==> config.mk <==
export PLATFORM = sky130hd
export DESIGN_NAME = serial_if_config_regs
export DESIGN_NICKNAME = d
export VERILOG_FILES = /design/src/common/serial_cfg_pkg.sv /design/src/core/crc_setting_decode.sv /design/src/core/serial_if_config_regs.sv
export VERILOG_INCLUDE_DIRS = /design/src /design/src/common
export SDC_FILE = /design/constraint.sdc
export NUM_CORES = 1
export LEC_CHECK = 0
export ABC_AREA = 1
export ABC_CLOCK_PERIOD_IN_PS = 2540
export BUFFER_PORTS_ARGS = -buffer_cell sky130_fd_sc_hd__clkbuf_2
export CORE_ASPECT_RATIO = 1.25
export CORE_MARGIN = 2
export CORE_UTILIZATION = 45
export DETAILED_ROUTE_END_ITERATION = 12
export MAX_ROUTING_LAYER = met4
export PLACE_DENSITY = 0.78
export SYNTH_ARGS = -nofsm -noshare
export SYNTH_HDL_FRONTEND = slang
export SYNTH_SLANG_ARGS = --single-unit
==> constraint.sdc <==
create_clock -name CLOCK -period 2.54 [get_ports CLOCK]
set_input_delay 0.254 -clock CLOCK [delete_from_list [all_inputs] [get_ports CLOCK]]
set_output_delay 0.254 -clock CLOCK [all_outputs]
set_load 0.01 [all_outputs]
==> src/common/serial_cfg_map.svh <==
// offsets, field positions, reset values and fixed codes of the serial configuration registers
`ifndef SERIAL_CFG_MAP_SVH
`define SERIAL_CFG_MAP_SVH
`define OFS_SERIAL_PROTOCOL_CONFIG 8'h3D
`define OFS_PRODUCT_IDENTIFIER 8'h3E
`define OFS_BUS_SLAVE_ADDRESS 8'h3F
`define POS_STATUS_FORMAT 7
`define POS_DATA_WIDTH 6
`define POS_CRC_LEN_HI 5
`define POS_CRC_LEN_LO 4
`define POS_SEED_HI 3
`define POS_SEED_LO 0
`define RST_SERIAL_PROTOCOL_CONFIG 8'h00
`define RST_PRODUCT_IDENTIFIER 8'h00
`define RST_BUS_SLAVE_ADDRESS 8'h00
`define UNPROGRAMMED_VALUE 8'h00
`define ADDR_ALIAS_VALUE 8'h80
`define DEFAULT_SLAVE_ADDRESS 7'h60
`define DEFAULT_ADDRESS_READ 8'h60
// arbitrary neutral identity code
`define PRODUCT_ID_CODE 8'h5A
`define SEED8_DEFAULT 8'hFF
`define SEED8_UPPER 4'hF
`define SEED4_DEFAULT 4'hA
`define SEED3_DEFAULT 3'h7
`define WIDTH_NARROW 5'h0C
`define WIDTH_WIDE 5'h10
`endif

==> src/common/serial_cfg_pkg.sv <==
// types shared by the serial configuration register bank
package serial_cfg_pkg;
  typedef enum logic [1:0] {
    CRC_LEN_8 = 2'h0,
    CRC_LEN_4 = 2'h1,
    CRC_LEN_3A = 2'h2,
    CRC_LEN_3B = 2'h3
  } crc_len_t;
  typedef enum logic [1:0] {
    IF_SPI = 2'h0,
    IF_I2C = 2'h1,
    IF_DSI3 = 2'h2,
    IF_PSI5 = 2'h3
  } if_mode_t;
  typedef enum logic [1:0] {
    POLY_8 = 2'h0,
    POLY_4 = 2'h1,
    POLY_3 = 2'h2
  } crc_poly_t;
  typedef struct packed {
    logic [7:0] protocol_config;
    logic [7:0] product_identifier;
    logic [7:0] slave_address;
    logic [7:0] read_data;
    logic read_valid;
    crc_poly_t active_poly;
    logic [7:0] active_seed;
    logic active_status_format;
    logic active_data_width;
    logic array_parity;
  } cfg_state_t;
endpackage

==> src/core/crc_setting_decode.sv <==
// decode of crc length and seed fields into polynomial and seed
`timescale 1ns/1ps
`include "serial_cfg_map.svh"
module crc_setting_decode (
  // fields
  input wire logic [1:0] crc_length_select,
  input wire logic [3:0] crc_seed_field,
  // decoded crc setting
  output serial_cfg_pkg::crc_poly_t poly,
  output logic [7:0] seed
);
  import serial_cfg_pkg::*;
  logic seed_zero;
  assign seed_zero = (crc_seed_field == 4'h0);
  always_comb begin
    poly = POLY_3;
    seed = {5'h00, crc_seed_field[2:0]}; // RQ5
    unique case (crc_length_select)
      CRC_LEN_8: begin
        poly = POLY_8; // RQ3
        seed = seed_zero ? `SEED8_DEFAULT : {`SEED8_UPPER, crc_seed_field}; // RQ4 RQ5
      end
      CRC_LEN_4: begin
        poly = POLY_4; // RQ3
        seed = seed_zero ? {4'h0, `SEED4_DEFAULT} : {4'h0, crc_seed_field}; // RQ4 RQ5
      end
      CRC_LEN_3A, CRC_LEN_3B: begin
        poly = POLY_3; // RQ3
        seed = seed_zero ? {5'h00, `SEED3_DEFAULT} : {5'h00, crc_seed_field[2:0]}; // RQ4 RQ5
      end
    endcase
  end
endmodule

==> src/core/serial_if_config_regs.sv <==
// serial interface configuration registers of the sensor
// What this block does
// [RQ1] status-format bit set picks alternate status scheme
// [RQ2] data-width bit: 0 gives 12, 1 gives 16
// [RQ3] length field selects one of three CRC polynomials
// [RQ4] zero seed field uses per-length default seed
// [RQ5] non-zero seed field forms the seed directly
// [RQ6] new polynomial applies from next SPI command
// [RQ7] new seed applies from next SPI command
// [RQ8] SPI fields inert outside SPI mode
// [RQ9] all three registers accessible in every mode
// [RQ10] registers covered by array error detection
// [RQ11] zero product identifier reads fixed identity code
// [RQ12] zero or 0x80 address gives 0x60
// [RQ13] otherwise low seven bits form address
// [RQ14] acknowledge only matching I2C address byte
`timescale 1ns/1ps
`include "serial_cfg_map.svh"
module serial_if_config_regs (
  // clock and reset
  input wire logic CLOCK,
  input wire logic SYS_RST,
  // interface mode
  input serial_cfg_pkg::if_mode_t IF_MODE,
  // register access from the protocol engines
  input wire logic [7:0] REG_ADDR,
  input wire logic REG_WR,
  input wire logic REG_RD,
  input wire logic [7:0] REG_WDATA,
  output logic [7:0] REG_RDATA,
  output logic REG_RVALID,
  // spi command framing
  input wire logic SPI_CMD_START,
  // active spi settings
  output logic SPI_STATUS_ALT,
  output logic [4:0] SPI_DATA_BITS,
  output serial_cfg_pkg::crc_poly_t SPI_CRC_POLY,
  output logic [7:0] SPI_CRC_SEED,
  // i2c address match
  input wire logic I2C_ADDR_BYTE_VALID,
  input wire logic [6:0] I2C_ADDR_FIELD,
  output logic I2C_ADDR_ACK,
  output logic [6:0] I2C_SLAVE_ADDR,
  // array error detection
  output logic ARRAY_PARITY_ERROR
);
  import serial_cfg_pkg::*;
  cfg_state_t state;
  cfg_state_t next_state;
  crc_poly_t dec_poly;
  logic [7:0] dec_seed;
  logic [6:0] eff_addr;
  logic is_spi;

  ////////////////////////////////////////////////////////////////////////////
  // decode of pending crc setting
  crc_setting_decode crc_dec (
    .crc_length_select(state.protocol_config[`POS_CRC_LEN_HI:`POS_CRC_LEN_LO]),
    .crc_seed_field(state.protocol_config[`POS_SEED_HI:`POS_SEED_LO]),
    .poly(dec_poly),
    .seed(dec_seed)
  );

  assign is_spi = (IF_MODE == IF_SPI);
  always_comb begin
    if ((state.slave_address == `UNPROGRAMMED_VALUE) || (state.slave_address == `ADDR_ALIAS_VALUE)) begin
      eff_addr = `DEFAULT_SLAVE_ADDRESS; // RQ12
    end else begin
      eff_addr = state.slave_address[6:0]; // RQ13
    end
  end

  ////////////////////////////////////////////////////////////////////////////
  // next state
  always_comb begin
    next_state = state;
    next_state.read_valid = 1'b0;
    if (REG_WR) begin // RQ9
      unique case (REG_ADDR)
        `OFS_SERIAL_PROTOCOL_CONFIG: next_state.protocol_config = REG_WDATA;
        `OFS_PRODUCT_IDENTIFIER: next_state.product_identifier = REG_WDATA;
        `OFS_BUS_SLAVE_ADDRESS: next_state.slave_address = REG_WDATA;
        default: begin
        end
      endcase
      next_state.array_parity = ^{next_state.protocol_config, next_state.product_identifier,
        next_state.slave_address}; // RQ10
    end
    if (REG_RD) begin // RQ9
      next_state.read_valid = 1'b1;
      unique case (REG_ADDR)
        `OFS_SERIAL_PROTOCOL_CONFIG: next_state.read_data = state.protocol_config;
        `OFS_PRODUCT_IDENTIFIER: next_state.read_data =
          (state.product_identifier == `UNPROGRAMMED_VALUE) ? `PRODUCT_ID_CODE : state.product_identifier; // RQ11
        `OFS_BUS_SLAVE_ADDRESS: next_state.read_data =
          ((state.slave_address == `UNPROGRAMMED_VALUE) || (state.slave_address == `ADDR_ALIAS_VALUE)) ?
          `DEFAULT_ADDRESS_READ : state.slave_address; // RQ12 RQ13
        default: next_state.read_data = 8'h00;
      endcase
    end
    if (is_spi && SPI_CMD_START) begin // RQ8
      next_state.active_poly = dec_poly; // RQ6
      next_state.active_seed = dec_seed; // RQ7
      next_state.active_status_format = state.protocol_config[`POS_STATUS_FORMAT]; // RQ1
      next_state.active_data_width = state.protocol_config[`POS_DATA_WIDTH]; // RQ2
    end
  end

  always_ff @(posedge CLOCK) begin
    if (SYS_RST) begin
      state <= '{protocol_config: `RST_SERIAL_PROTOCOL_CONFIG, product_identifier: `RST_PRODUCT_IDENTIFIER,
        slave_address: `RST_BUS_SLAVE_ADDRESS, read_data: 8'h00, read_valid: 1'b0, active_poly: POLY_8,
        active_seed: `SEED8_DEFAULT, active_status_format: 1'b0, active_data_width: 1'b0, array_parity: 1'b0};
    end else begin
      state <= next_state;
    end
  end

  ////////////////////////////////////////////////////////////////////////////
  // outputs
  assign REG_RDATA = state.read_data;
  assign REG_RVALID = state.read_valid;
  assign SPI_STATUS_ALT = state.active_status_format; // RQ1
  assign SPI_DATA_BITS = state.active_data_width ? `WIDTH_WIDE : `WIDTH_NARROW; // RQ2
  assign SPI_CRC_POLY = state.active_poly;
  assign SPI_CRC_SEED = state.active_seed;
  assign I2C_SLAVE_ADDR = eff_addr;
  assign I2C_ADDR_ACK = I2C_ADDR_BYTE_VALID && (IF_MODE == IF_I2C) && (I2C_ADDR_FIELD == eff_addr); // RQ14
  assign ARRAY_PARITY_ERROR = state.array_parity != ^{state.protocol_config, state.product_identifier,
    state.slave_address}; // RQ10

  ////////////////////////////////////////////////////////////////////////////
  // checks
  crc_hold_a: assert property (@(posedge CLOCK) disable iff (SYS_RST) // RQ6
    !(is_spi && SPI_CMD_START) |=> $stable(SPI_CRC_POLY)) else $error("crc polynomial changed mid command");
  seed_hold_a: assert property (@(posedge CLOCK) disable iff (SYS_RST) // RQ7
    !(is_spi && SPI_CMD_START) |=> $stable(SPI_CRC_SEED)) else $error("crc seed changed mid command");
  seed_take_a: assert property (@(posedge CLOCK) disable iff (SYS_RST) // RQ4
    (is_spi && SPI_CMD_START && state.protocol_config[5:0] == 6'h00) |=> SPI_CRC_SEED == 8'hFF)
    else $error("default 8-bit seed not applied");
  poly_take_a: assert property (@(posedge CLOCK) disable iff (SYS_RST) // RQ3
    (is_spi && SPI_CMD_START && state.protocol_config[5]) |=> SPI_CRC_POLY == POLY_3)
    else $error("3-bit polynomial not applied");
  mode_inert_a: assert property (@(posedge CLOCK) disable iff (SYS_RST) // RQ8
    !is_spi |=> $stable(SPI_DATA_BITS) && $stable(SPI_STATUS_ALT) && $stable(SPI_CRC_POLY) && $stable(SPI_CRC_SEED))
    else $error("spi setting moved outside spi");
  width_map_a: assert property (@(posedge CLOCK) disable iff (SYS_RST) // RQ2
    (is_spi && SPI_CMD_START && state.protocol_config[6]) |=> SPI_DATA_BITS == 5'h10)
    else $error("wide data field not applied");
  ident_read_a: assert property (@(posedge CLOCK) disable iff (SYS_RST) // RQ11
    (REG_RD && REG_ADDR == `OFS_PRODUCT_IDENTIFIER && state.product_identifier == `UNPROGRAMMED_VALUE)
    |=> REG_RVALID && REG_RDATA == `PRODUCT_ID_CODE)
    else $error("unprogrammed identifier read wrong");
  addr_alias_a: assert property (@(posedge CLOCK) disable iff (SYS_RST) // RQ12
    (state.slave_address == 8'h80) |-> I2C_SLAVE_ADDR == 7'h60) else $error("alias address not defaulted");
  addr_ack_a: assert property (@(posedge CLOCK) disable iff (SYS_RST) // RQ14
    I2C_ADDR_ACK |-> I2C_ADDR_FIELD == I2C_SLAVE_ADDR) else $error("ack without address match");
  parity_ok_a: assert property (@(posedge CLOCK) disable iff (SYS_RST) // RQ10
    REG_WR |=> !ARRAY_PARITY_ERROR) else $error("array check flags fresh write");

  ////////////////////////////////////////////////////////////////////////////
  // helpers for the setting checks
  logic start_taken;
  logic [1:0] len_field;
  logic [3:0] seed_field;
  assign start_taken = is_spi && SPI_CMD_START;
  assign len_field = state.protocol_config[`POS_CRC_LEN_HI:`POS_CRC_LEN_LO];
  assign seed_field = state.protocol_config[`POS_SEED_HI:`POS_SEED_LO];

  ////////////////////////////////////////////////////////////////////////////
  // checks of the crc and format settings
  poly_len8_a: assert property (@(posedge CLOCK) disable iff (SYS_RST) // RQ3
    (start_taken && len_field == CRC_LEN_8)
    |=> SPI_CRC_POLY == POLY_8)
    else $error("8-bit polynomial not applied");
  poly_len4_a: assert property (@(posedge CLOCK) disable iff (SYS_RST) // RQ3
    (start_taken && len_field == CRC_LEN_4)
    |=> SPI_CRC_POLY == POLY_4)
    else $error("4-bit polynomial not applied");
  seed_def4_a: assert property (@(posedge CLOCK) disable iff (SYS_RST) // RQ4
    (start_taken && len_field == CRC_LEN_4 && seed_field == 4'h0)
    |=> SPI_CRC_SEED == {4'h0, `SEED4_DEFAULT})
    else $error("default 4-bit seed not applied");
  seed_def3_a: assert property (@(posedge CLOCK) disable iff (SYS_RST) // RQ4
    (start_taken && len_field[1] && seed_field == 4'h0)
    |=> SPI_CRC_SEED == {5'h00, `SEED3_DEFAULT})
    else $error("default 3-bit seed not applied");
  seed_form8_a: assert property (@(posedge CLOCK) disable iff (SYS_RST) // RQ5
    (start_taken && len_field == CRC_LEN_8 && seed_field != 4'h0)
    |=> SPI_CRC_SEED == {`SEED8_UPPER, $past(seed_field)})
    else $error("8-bit seed not formed from field");
  seed_form4_a: assert property (@(posedge CLOCK) disable iff (SYS_RST) // RQ5
    (start_taken && len_field == CRC_LEN_4 && seed_field != 4'h0)
    |=> SPI_CRC_SEED == {4'h0, $past(seed_field)})
    else $error("4-bit seed not formed from field");
  seed_form3_a: assert property (@(posedge CLOCK) disable iff (SYS_RST) // RQ5
    (start_taken && len_field[1] && seed_field != 4'h0)
    |=> SPI_CRC_SEED == {5'h00, $past(seed_field[2:0])})
    else $error("3-bit seed not formed from field");
  status_take_a: assert property (@(posedge CLOCK) disable iff (SYS_RST) // RQ1
    start_taken
    |=> SPI_STATUS_ALT == $past(state.protocol_config[`POS_STATUS_FORMAT]))
    else $error("status scheme not applied");
  width_narrow_a: assert property (@(posedge CLOCK) disable iff (SYS_RST) // RQ2
    (start_taken && !state.protocol_config[`POS_DATA_WIDTH])
    |=> SPI_DATA_BITS == `WIDTH_NARROW)
    else $error("narrow data field not applied");
  reset_setting_a: assert property (@(posedge CLOCK) // RQ4
    SYS_RST
    |=> SPI_CRC_SEED == `SEED8_DEFAULT && SPI_CRC_POLY == POLY_8 && !REG_RVALID)
    else $error("reset settings wrong");

  ////////////////////////////////////////////////////////////////////////////
  // checks of register access and of the i2c address and acknowledge
  store_cfg_a: assert property (@(posedge CLOCK) disable iff (SYS_RST) // RQ9
    (REG_WR && REG_ADDR == `OFS_SERIAL_PROTOCOL_CONFIG)
    |=> state.protocol_config == $past(REG_WDATA))
    else $error("config write not stored");
  store_ident_a: assert property (@(posedge CLOCK) disable iff (SYS_RST) // RQ9
    (REG_WR && REG_ADDR == `OFS_PRODUCT_IDENTIFIER)
    |=> state.product_identifier == $past(REG_WDATA))
    else $error("identifier write not stored");
  store_addr_a: assert property (@(posedge CLOCK) disable iff (SYS_RST) // RQ9
    (REG_WR && REG_ADDR == `OFS_BUS_SLAVE_ADDRESS)
    |=> state.slave_address == $past(REG_WDATA))
    else $error("address write not stored");
  read_pulse_a: assert property (@(posedge CLOCK) disable iff (SYS_RST) // RQ9
    REG_RD
    |=> REG_RVALID)
    else $error("read not answered");
  read_idle_a: assert property (@(posedge CLOCK) disable iff (SYS_RST) // RQ9
    !REG_RD
    |=> !REG_RVALID)
    else $error("read answer without read");
  read_cfg_a: assert property (@(posedge CLOCK) disable iff (SYS_RST) // RQ9
    (REG_RD && REG_ADDR == `OFS_SERIAL_PROTOCOL_CONFIG)
    |=> REG_RDATA == $past(state.protocol_config))
    else $error("config read wrong");
  read_unmapped_a: assert property (@(posedge CLOCK) disable iff (SYS_RST) // RQ9
    (REG_RD && !(REG_ADDR inside {`OFS_SERIAL_PROTOCOL_CONFIG, `OFS_PRODUCT_IDENTIFIER, `OFS_BUS_SLAVE_ADDRESS}))
    |=> REG_RDATA == 8'h00)
    else $error("unmapped read not zero");
  ident_stored_a: assert property (@(posedge CLOCK) disable iff (SYS_RST) // RQ11
    (REG_RD && REG_ADDR == `OFS_PRODUCT_IDENTIFIER && state.product_identifier != `UNPROGRAMMED_VALUE)
    |=> REG_RDATA == $past(state.product_identifier))
    else $error("stored identifier read wrong");
  addr_stored_a: assert property (@(posedge CLOCK) disable iff (SYS_RST) // RQ13
    (REG_RD && REG_ADDR == `OFS_BUS_SLAVE_ADDRESS && state.slave_address != `UNPROGRAMMED_VALUE &&
    state.slave_address != `ADDR_ALIAS_VALUE) |=> REG_RDATA == $past(state.slave_address))
    else $error("stored address read wrong");
  addr_zero_a: assert property (@(posedge CLOCK) disable iff (SYS_RST) // RQ12
    (state.slave_address == `UNPROGRAMMED_VALUE)
    |-> I2C_SLAVE_ADDR == `DEFAULT_SLAVE_ADDRESS)
    else $error("unprogrammed address not defaulted");
  addr_low_a: assert property (@(posedge CLOCK) disable iff (SYS_RST) // RQ13
    (state.slave_address != `UNPROGRAMMED_VALUE && state.slave_address != `ADDR_ALIAS_VALUE)
    |-> I2C_SLAVE_ADDR == state.slave_address[6:0])
    else $error("address not taken from low bits");
  ack_mode_a: assert property (@(posedge CLOCK) disable iff (SYS_RST) // RQ14
    (IF_MODE != IF_I2C)
    |-> !I2C_ADDR_ACK)
    else $error("ack outside i2c mode");
  ack_match_a: assert property (@(posedge CLOCK) disable iff (SYS_RST) // RQ14
    (I2C_ADDR_BYTE_VALID && IF_MODE == IF_I2C && I2C_ADDR_FIELD == I2C_SLAVE_ADDR)
    |-> I2C_ADDR_ACK)
    else $error("matching address not acknowledged");
endmodule

==> metrics.cfg, run 1 <==
[outcome]
status = completed

[final_layout]
drive_above_1_share = 0.168
area_growth_syn_to_layout_pct = 9.31
final_cell_mix = nand2_1, inv_1, clkbuf_2, o21ai_0, dfxtp_1
antenna_cells = 0
design_area_sq_um = 3880
layout_commonest_cell = nand2_1
nets = 664

[floorplan]
rows = 36
die_height_microns = 103
coreArea_sq_um = 7700
dieArea_sq_um = 8610
die-width_microns = 83.4
start_util = 0.461
io_pins = 65

[logic_synthesis]
synth_cell_types = 35
ys_seq_area_frac = 0.243
synthTopCellsByArea = dfxtp_1, nand2_1, inv_1, o21ai_0, a21oi_1
synth.ff_latch_count = 43
avgSynthCellArea_sq_um = 6.06
syn_area_sq_um = 3550
syn_inst = 585
synth_warnings = 0
yosysTopAreaCellShare = 0.243
yosys.area.top_type = dfxtp_1

[global_route]
grtUsageMet1 = 0.250
grt_pass1_wl_microns = 15100
top_usage_layer = met2
overflow = 0
grtUsageMet2 = 0.405
grt_util_met3 = 0.0325
first_global_vias = 3372
track_usage = 0.221
antenna_found_initial = 0
grt_max_degree = 49

[pwr]
p_total_uw = 1830
power_density_nw_per_um2 = 472
leakage_uw = 0.00219
ir_worst_vdd_uv = 250

[place]
io_buffers = 62
dp_hpwl_microns = 7150
gp_congestion = 0.969
place_area_sq_um = 3750

[cts]
cts_inserted_buffers = 5
clock_path_buffers = 2
cts-htree-levels = 2
tritoncts = built
root_buffer = clkbuf_8
cts.clk_slew.worst_paths_ns = 0.09
cts.sinks = 43
clk_latency_ns = 0.31

[timing]
report.final.slew_viol_count = 0
min_period_over_period = 0.929
fin_skew_ns = 0.00911
hold_viol = 0
min_period_ns = 2.36
max_freq_mhz = 424
finalSetupViolations = 0

[worst_hold_path]
holdCritPathClass = input port to flop
whs_path_depth = 4
min_to = state[0]$_SDFFE_PP0P_
hold_path.startpoint = REG_WR

[route]
drcViolationCount = 0
vias = 3699
avgRoutedWirePerCell_microns = 12.8
dr.first_iter.drc_count = 340
drtPass1Iterations = 5
ant_nets = 0
drt-vias-per-instance = 5.18
wirelength_microns = 9160

[critical_path]
r2r-end = REG_RDATA[6]$_SDFFE_PP0P_
ff2ff_path_depth = 8
worst_setup_path_start_kind = flop
worstReg2RegStart = state[30]$_SDFFE_PP0P_
path_max_fanout = 6
crit_path_end_kind = output pin
required_ns = 2.29
worstPathArrival_ns = 2.10
r2r_setup_slack_ns = 0.75
setup.worst_path.class = flop to output pin

[run]
cap_viol_max_count = 0

-- flip-flops by register name, indices dropped and copies added, names as in the netlist --
name,flops
seed_field,4
SPI_STATUS_ALT,1
SPI_CRC_POLY,2
len_field,2
REG_RVALID,1
SPI_CRC_SEED,5
REG_RDATA,8
state,20
-- synth_stat cells --
| library cell | n |
|---|---|
| a221oi_1 | 1 |
| o211a_1 | 1 |
| o21ai_2 | 1 |
| nand2_4 | 3 |
| buf_6 | 2 |
| nor2_2 | 1 |
| o211ai_1 | 3 |
| nor3_1 | 5 |
| nor2_1 | 14 |
| conb_1 | 1 |
| nand3_1 | 36 |
| o21ai_1 | 20 |
| dfxtp_1 | 43 |
| nand4_1 | 3 |
| clkinv_1 | 1 |
| nand2_1 | 185 |
| and3_1 | 1 |
| nor2_4 | 2 |
| buf_2 | 7 |
| inv_2 | 2 |
| buf_1 | 2 |
| o22ai_1 | 2 |
| ha_1 | 15 |
| nor4_1 | 1 |
| clkbuf_1 | 11 |
| nor2_8 | 2 |
| o221ai_1 | 2 |
| o21ai_0 | 51 |
| nand2_2 | 8 |
| xnor2_1 | 10 |
| inv_1 | 82 |
| buf_4 | 22 |
| a31oi_1 | 1 |
| a21oi_1 | 39 |
| xor2_1 | 5 |
-- where the power goes --
group          switching (uW)  leakage, uW  internal, uW
sequential               26.5     0.000353           709
combinational             388      0.00179           237
clock                     273    0.0000408           197
total                     688      0.00219          1140
-- what timing repair did --
item | 4_1_cts | 5_1_grt
pin swaps | 0 | 2
hold buffers | 0 | 0
resized for setup | 1 | 9
buffers inserted | 0 | 1
endpoints found under the hold margin | 0 | 0
cloned | 0 | 1
setup endpoints to repair | 1 | 1
-- layout make-up --
| class | count | area [sq um] |
|---|---|---|
| clock buffer | 5 | 68.8 |
| inverter | 85 | 319 |
| multi-input combinational | 415 | 2130 |
| timing repair buffer | 68 | 355 |
| clock inverter | 3 | 23.8 |
| tap | 95 | 119 |
| sequential | 43 | 861 |
| fill | 813 | 3820 |
-- critical path, stage by stage (launching register included) --
cell and delay, ns:
dfxtp_1 0.32, inv_1 0.16, ha_1 0.21, nand3_2 0.11, nor2_4 0.20, nor2_1 0.10, nand2_1 0.06, o21ai_0 0.07
nor4_1 0.25, and3_1 0.18, clkbuf_2 0.13
-- layer usage --
layer  vias to the layer above  routed length [microns]
met3                        16                      650
met4                         0                      197
li1                       1902                        -
met1                      1641                     3850
met5                         -                        0
met2                       140                     4460
-- kinds of logic (layout without fill, tap and decap cells) --
group                    after synthesis  after routing  share of synthesized area
AO/OA/AOI/OAI                        121            121                      0.180
XOR/XNOR                              15             15                     0.0370
adder cells (fa/ha/maj)               15             15                     0.0529
buffers and inverters                129            161                      0.166
flip-flops                            43             43                      0.243
other                                  1              2                    0.00106
AND/OR/NAND/NOR                      261            262                      0.320
-- through the flow --
stage                     worst slack, ns  TNS [ns]  utilization  hold WS (ns)  cells
final                               0.181         0        0.503         0.222    714
after global routing             -0.00419  -0.00419        0.503         0.254    714
after CTS                          0.0192         0        0.499         0.228    712
after detailed placement            0.160         0        0.486         0.458    704
after global placement              0.215         0        0.486         0.451    704
after floorplan                     0.519         0            -         0.416    586
-- worst max path at each step --
stage                                start           end  cells after the start
floorplan           state[28]$_SDFFE_PP0P_  I2C_ADDR_ACK                      9
global placement    state[28]$_SDFFE_PP0P_  I2C_ADDR_ACK                     10
detailed placement  state[28]$_SDFFE_PP0P_  I2C_ADDR_ACK                     10
CTS                 state[28]$_SDFFE_PP0P_  I2C_ADDR_ACK                     10
global route        state[29]$_SDFFE_PP0P_  I2C_ADDR_ACK                     11
finish              state[24]$_SDFFE_PP0P_  I2C_ADDR_ACK                     10
(Power assumes the default switching activity.)
==> run 2: changes to the inputs <==
CORE_ASPECT_RATIO = unset   (was 1.25)
REMOVE_ABC_BUFFERS = 1   (was unset)
==> run 2 against run 1 <==
  * Power shrank 0.41%
  * First-iteration DRC count shrank 15%
  * Clock skew is essentially flat
  * Worst hold slack gained 0.013 ns
  * Final cell count grew 0.84%
  * Flip-flop and latch count is the same
  * Sequential power is essentially flat
  * Largest cell class unchanged
  * Final area shrank 0.39%
  * Die area is essentially flat
  * Critical path depth grew 2
  * Clock power shrank 1%
  * Register-to-register slack gained 0.08 ns
==> metrics.cfg, run 2 (synthesized netlist as in run 1, its figures left out) <==
[timing]
report.final.slew_viol_count = 0
min_period_ns = 2.38
hold_viol = 0
finalSetupTns_ns = 0
min_period_over_period = 0.935
worstMarginPinSlew_ns = 0.674
whs_ns = 0.235
finalSetupViolations = 0
rsz0062_at_grt = no
max_freq_mhz = 421
fin_skew_ns = 0.00898
slew_headroom = 0.549

[critical_path]
r2r_setup_slack_ns = 0.83
path_max_fanout = 12
worstPathArrival_ns = 2.12
required_ns = 2.29
crit_path_end_kind = output pin
setup.worst_path.class = flop to output pin
worst_setup_path_start_kind = flop

[floorplan]
coreArea_sq_um = 7690
start_util = 0.461
io_pins = 65
dieArea_sq_um = 8610
rows = 32
die_height_microns = 92.8
die-width_microns = 92.8

[global_route]
grt_max_degree = 49
overflow = 0
track_usage = 0.220
grt_pass1_wl_microns = 14900
first_global_vias = 3267
antenna_found_initial = 0

[final_layout]
largest_register = state
largest_reg_flops = 20
final_cell_mix = nand2_1, inv_1, clkbuf_2, o21ai_0, dfxtp_1
layout_commonest_cell = nand2_1
nFillCells = 791
antenna_cells = 0
nets = 663
design_area_sq_um = 3860
drive_above_1_share = 0.167
area_growth_syn_to_layout_pct = 8.89

[cts]
ctsHoldBuffers = 0
clock_path_buffers = 2
root_buffer = clkbuf_8
cts-htree-levels = 2
clk_latency_ns = 0.31
tritoncts = built
cts.sinks = 43
post_cts_buffers = 0
cts_inserted_buffers = 5
cts.clk_slew.worst_paths_ns = 0.09

[route]
wirelength_microns = 9040
drtPass1Iterations = 5
drcViolationCount = 0
vias = 3670
drt-vias-per-instance = 5.10
dr.first_iter.drc_count = 288
ant_nets = 0
avgRoutedWirePerCell_microns = 12.6

[place]
dp_hpwl_microns = 7020
io_buffers = 62
gp_congestion = 0.916
place_area_sq_um = 3760

[run]
cap_viol_max_count = 0

[pwr]
p_comb_frac = 0.341
ir_worst_vdd_uv = 197
internal-power_uw = 1140
swShare = 0.375
seq_power_share = 0.405
p_switching_uw = 683
leakage_uw = 0.00219
p_total_uw = 1820
power_density_nw_per_um2 = 472
clockPowerShare = 0.254

[outcome]
status = completed

[worst_hold_path]
holdCritPathClass = input port to flop

==> run 2: changes by cell type in the layout (fill, tap and decap cells not counted) <==
cell,before,now
nor2_2,4,2
inv_6,1,0
inv_2,5,6
clkinv_4,0,2
clkinvlp_4,2,1
nand3_1,35,36
dfxtp_2,0,3
nor2_4,4,2
nand3_2,1,0
inv_1,79,78
nor2_1,10,13
dfxtp_1,43,40
==> run 2: final cells by class <==
cell class | instances | area, sq um | area share
Clock buffer | 5 | 68.8 | 0.0178
Tap cell | 102 | 128 | 0.0330
Clock inverter | 3 | 25.0 | 0.00648
Sequential cell | 43 | 865 | 0.224
Timing Repair Buffer | 68 | 355 | 0.0920
Multi-Input combinational cell | 414 | 2100 | 0.544
Inverter | 85 | 319 | 0.0826
==> run 2: metrics by stage <==
stage | utilization | cells | setup slack, ns
global route | 0.502 | 720 | 0.000830
CTS | 0.502 | 720 | 0.0708
detailed placement | 0.489 | 712 | 0.264
floorplan | - | 542 | 0.437
global placement | 0.489 | 712 | 0.359
finish | 0.502 | 720 | 0.164
==> run 2: routing by layer <==
metal  routed length (microns)  share of wire  global-route usage  vias to the layer above
li1                          -              -                   -                     1901
met1                      4190           0.46               0.283                     1614
met2                      4070           0.45               0.357                      136
met3                       620          0.069              0.0309                       19
met4                       161          0.018              0.0735                        0
met5                         0              0                   -                        -
==> run 2: power groups by stage <==
stage	Clock (uW)	Sequential [uW]	Combinational, uW
finish	464	738	622
CTS	467	735	619
detailed placement	0	751	615
floorplan	0	748	415
global route	502	741	706
global placement	0	749	599
==> run 2: repair_timing <==
item / 4_1_cts / 5_1_grt
gates cloned: 0 / 0
setup endpoints to repair: 1 / 1
resized for setup: 1 / 7
hold endpoints to repair: 0 / 0
pin swaps: 0 / 0
==> run 2: path summary, 6_finish.rpt <==
path	from	end	cells after the start
worst min register to register	REG_RDATA[6]$_SDFFE_PP0P_	REG_RDATA[6]$_SDFFE_PP0P_	2
worst max-delay path	state[28]$_SDFFE_PP0P_	I2C_ADDR_ACK	12
worst max register to register	len_field[0]$_SDFFE_PP0P_	state[0]$_SDFFE_PP0P_	16
worst min-delay path	REG_WR	state[0]$_SDFFE_PP0P_	4
==> run 2: worst max-delay path, stage by stage, from the launching register on <==
cell and delay (ns):
dfxtp_2 0.35, inv_2 0.08, ha_1 0.20, nor2_1 0.11, nor2_1 0.05, buf_4 0.17, nor2_1 0.12, inv_1 0.10
nand2_1 0.06, o21ai_0 0.07, nor4_1 0.22, and3_1 0.18, clkbuf_2 0.13
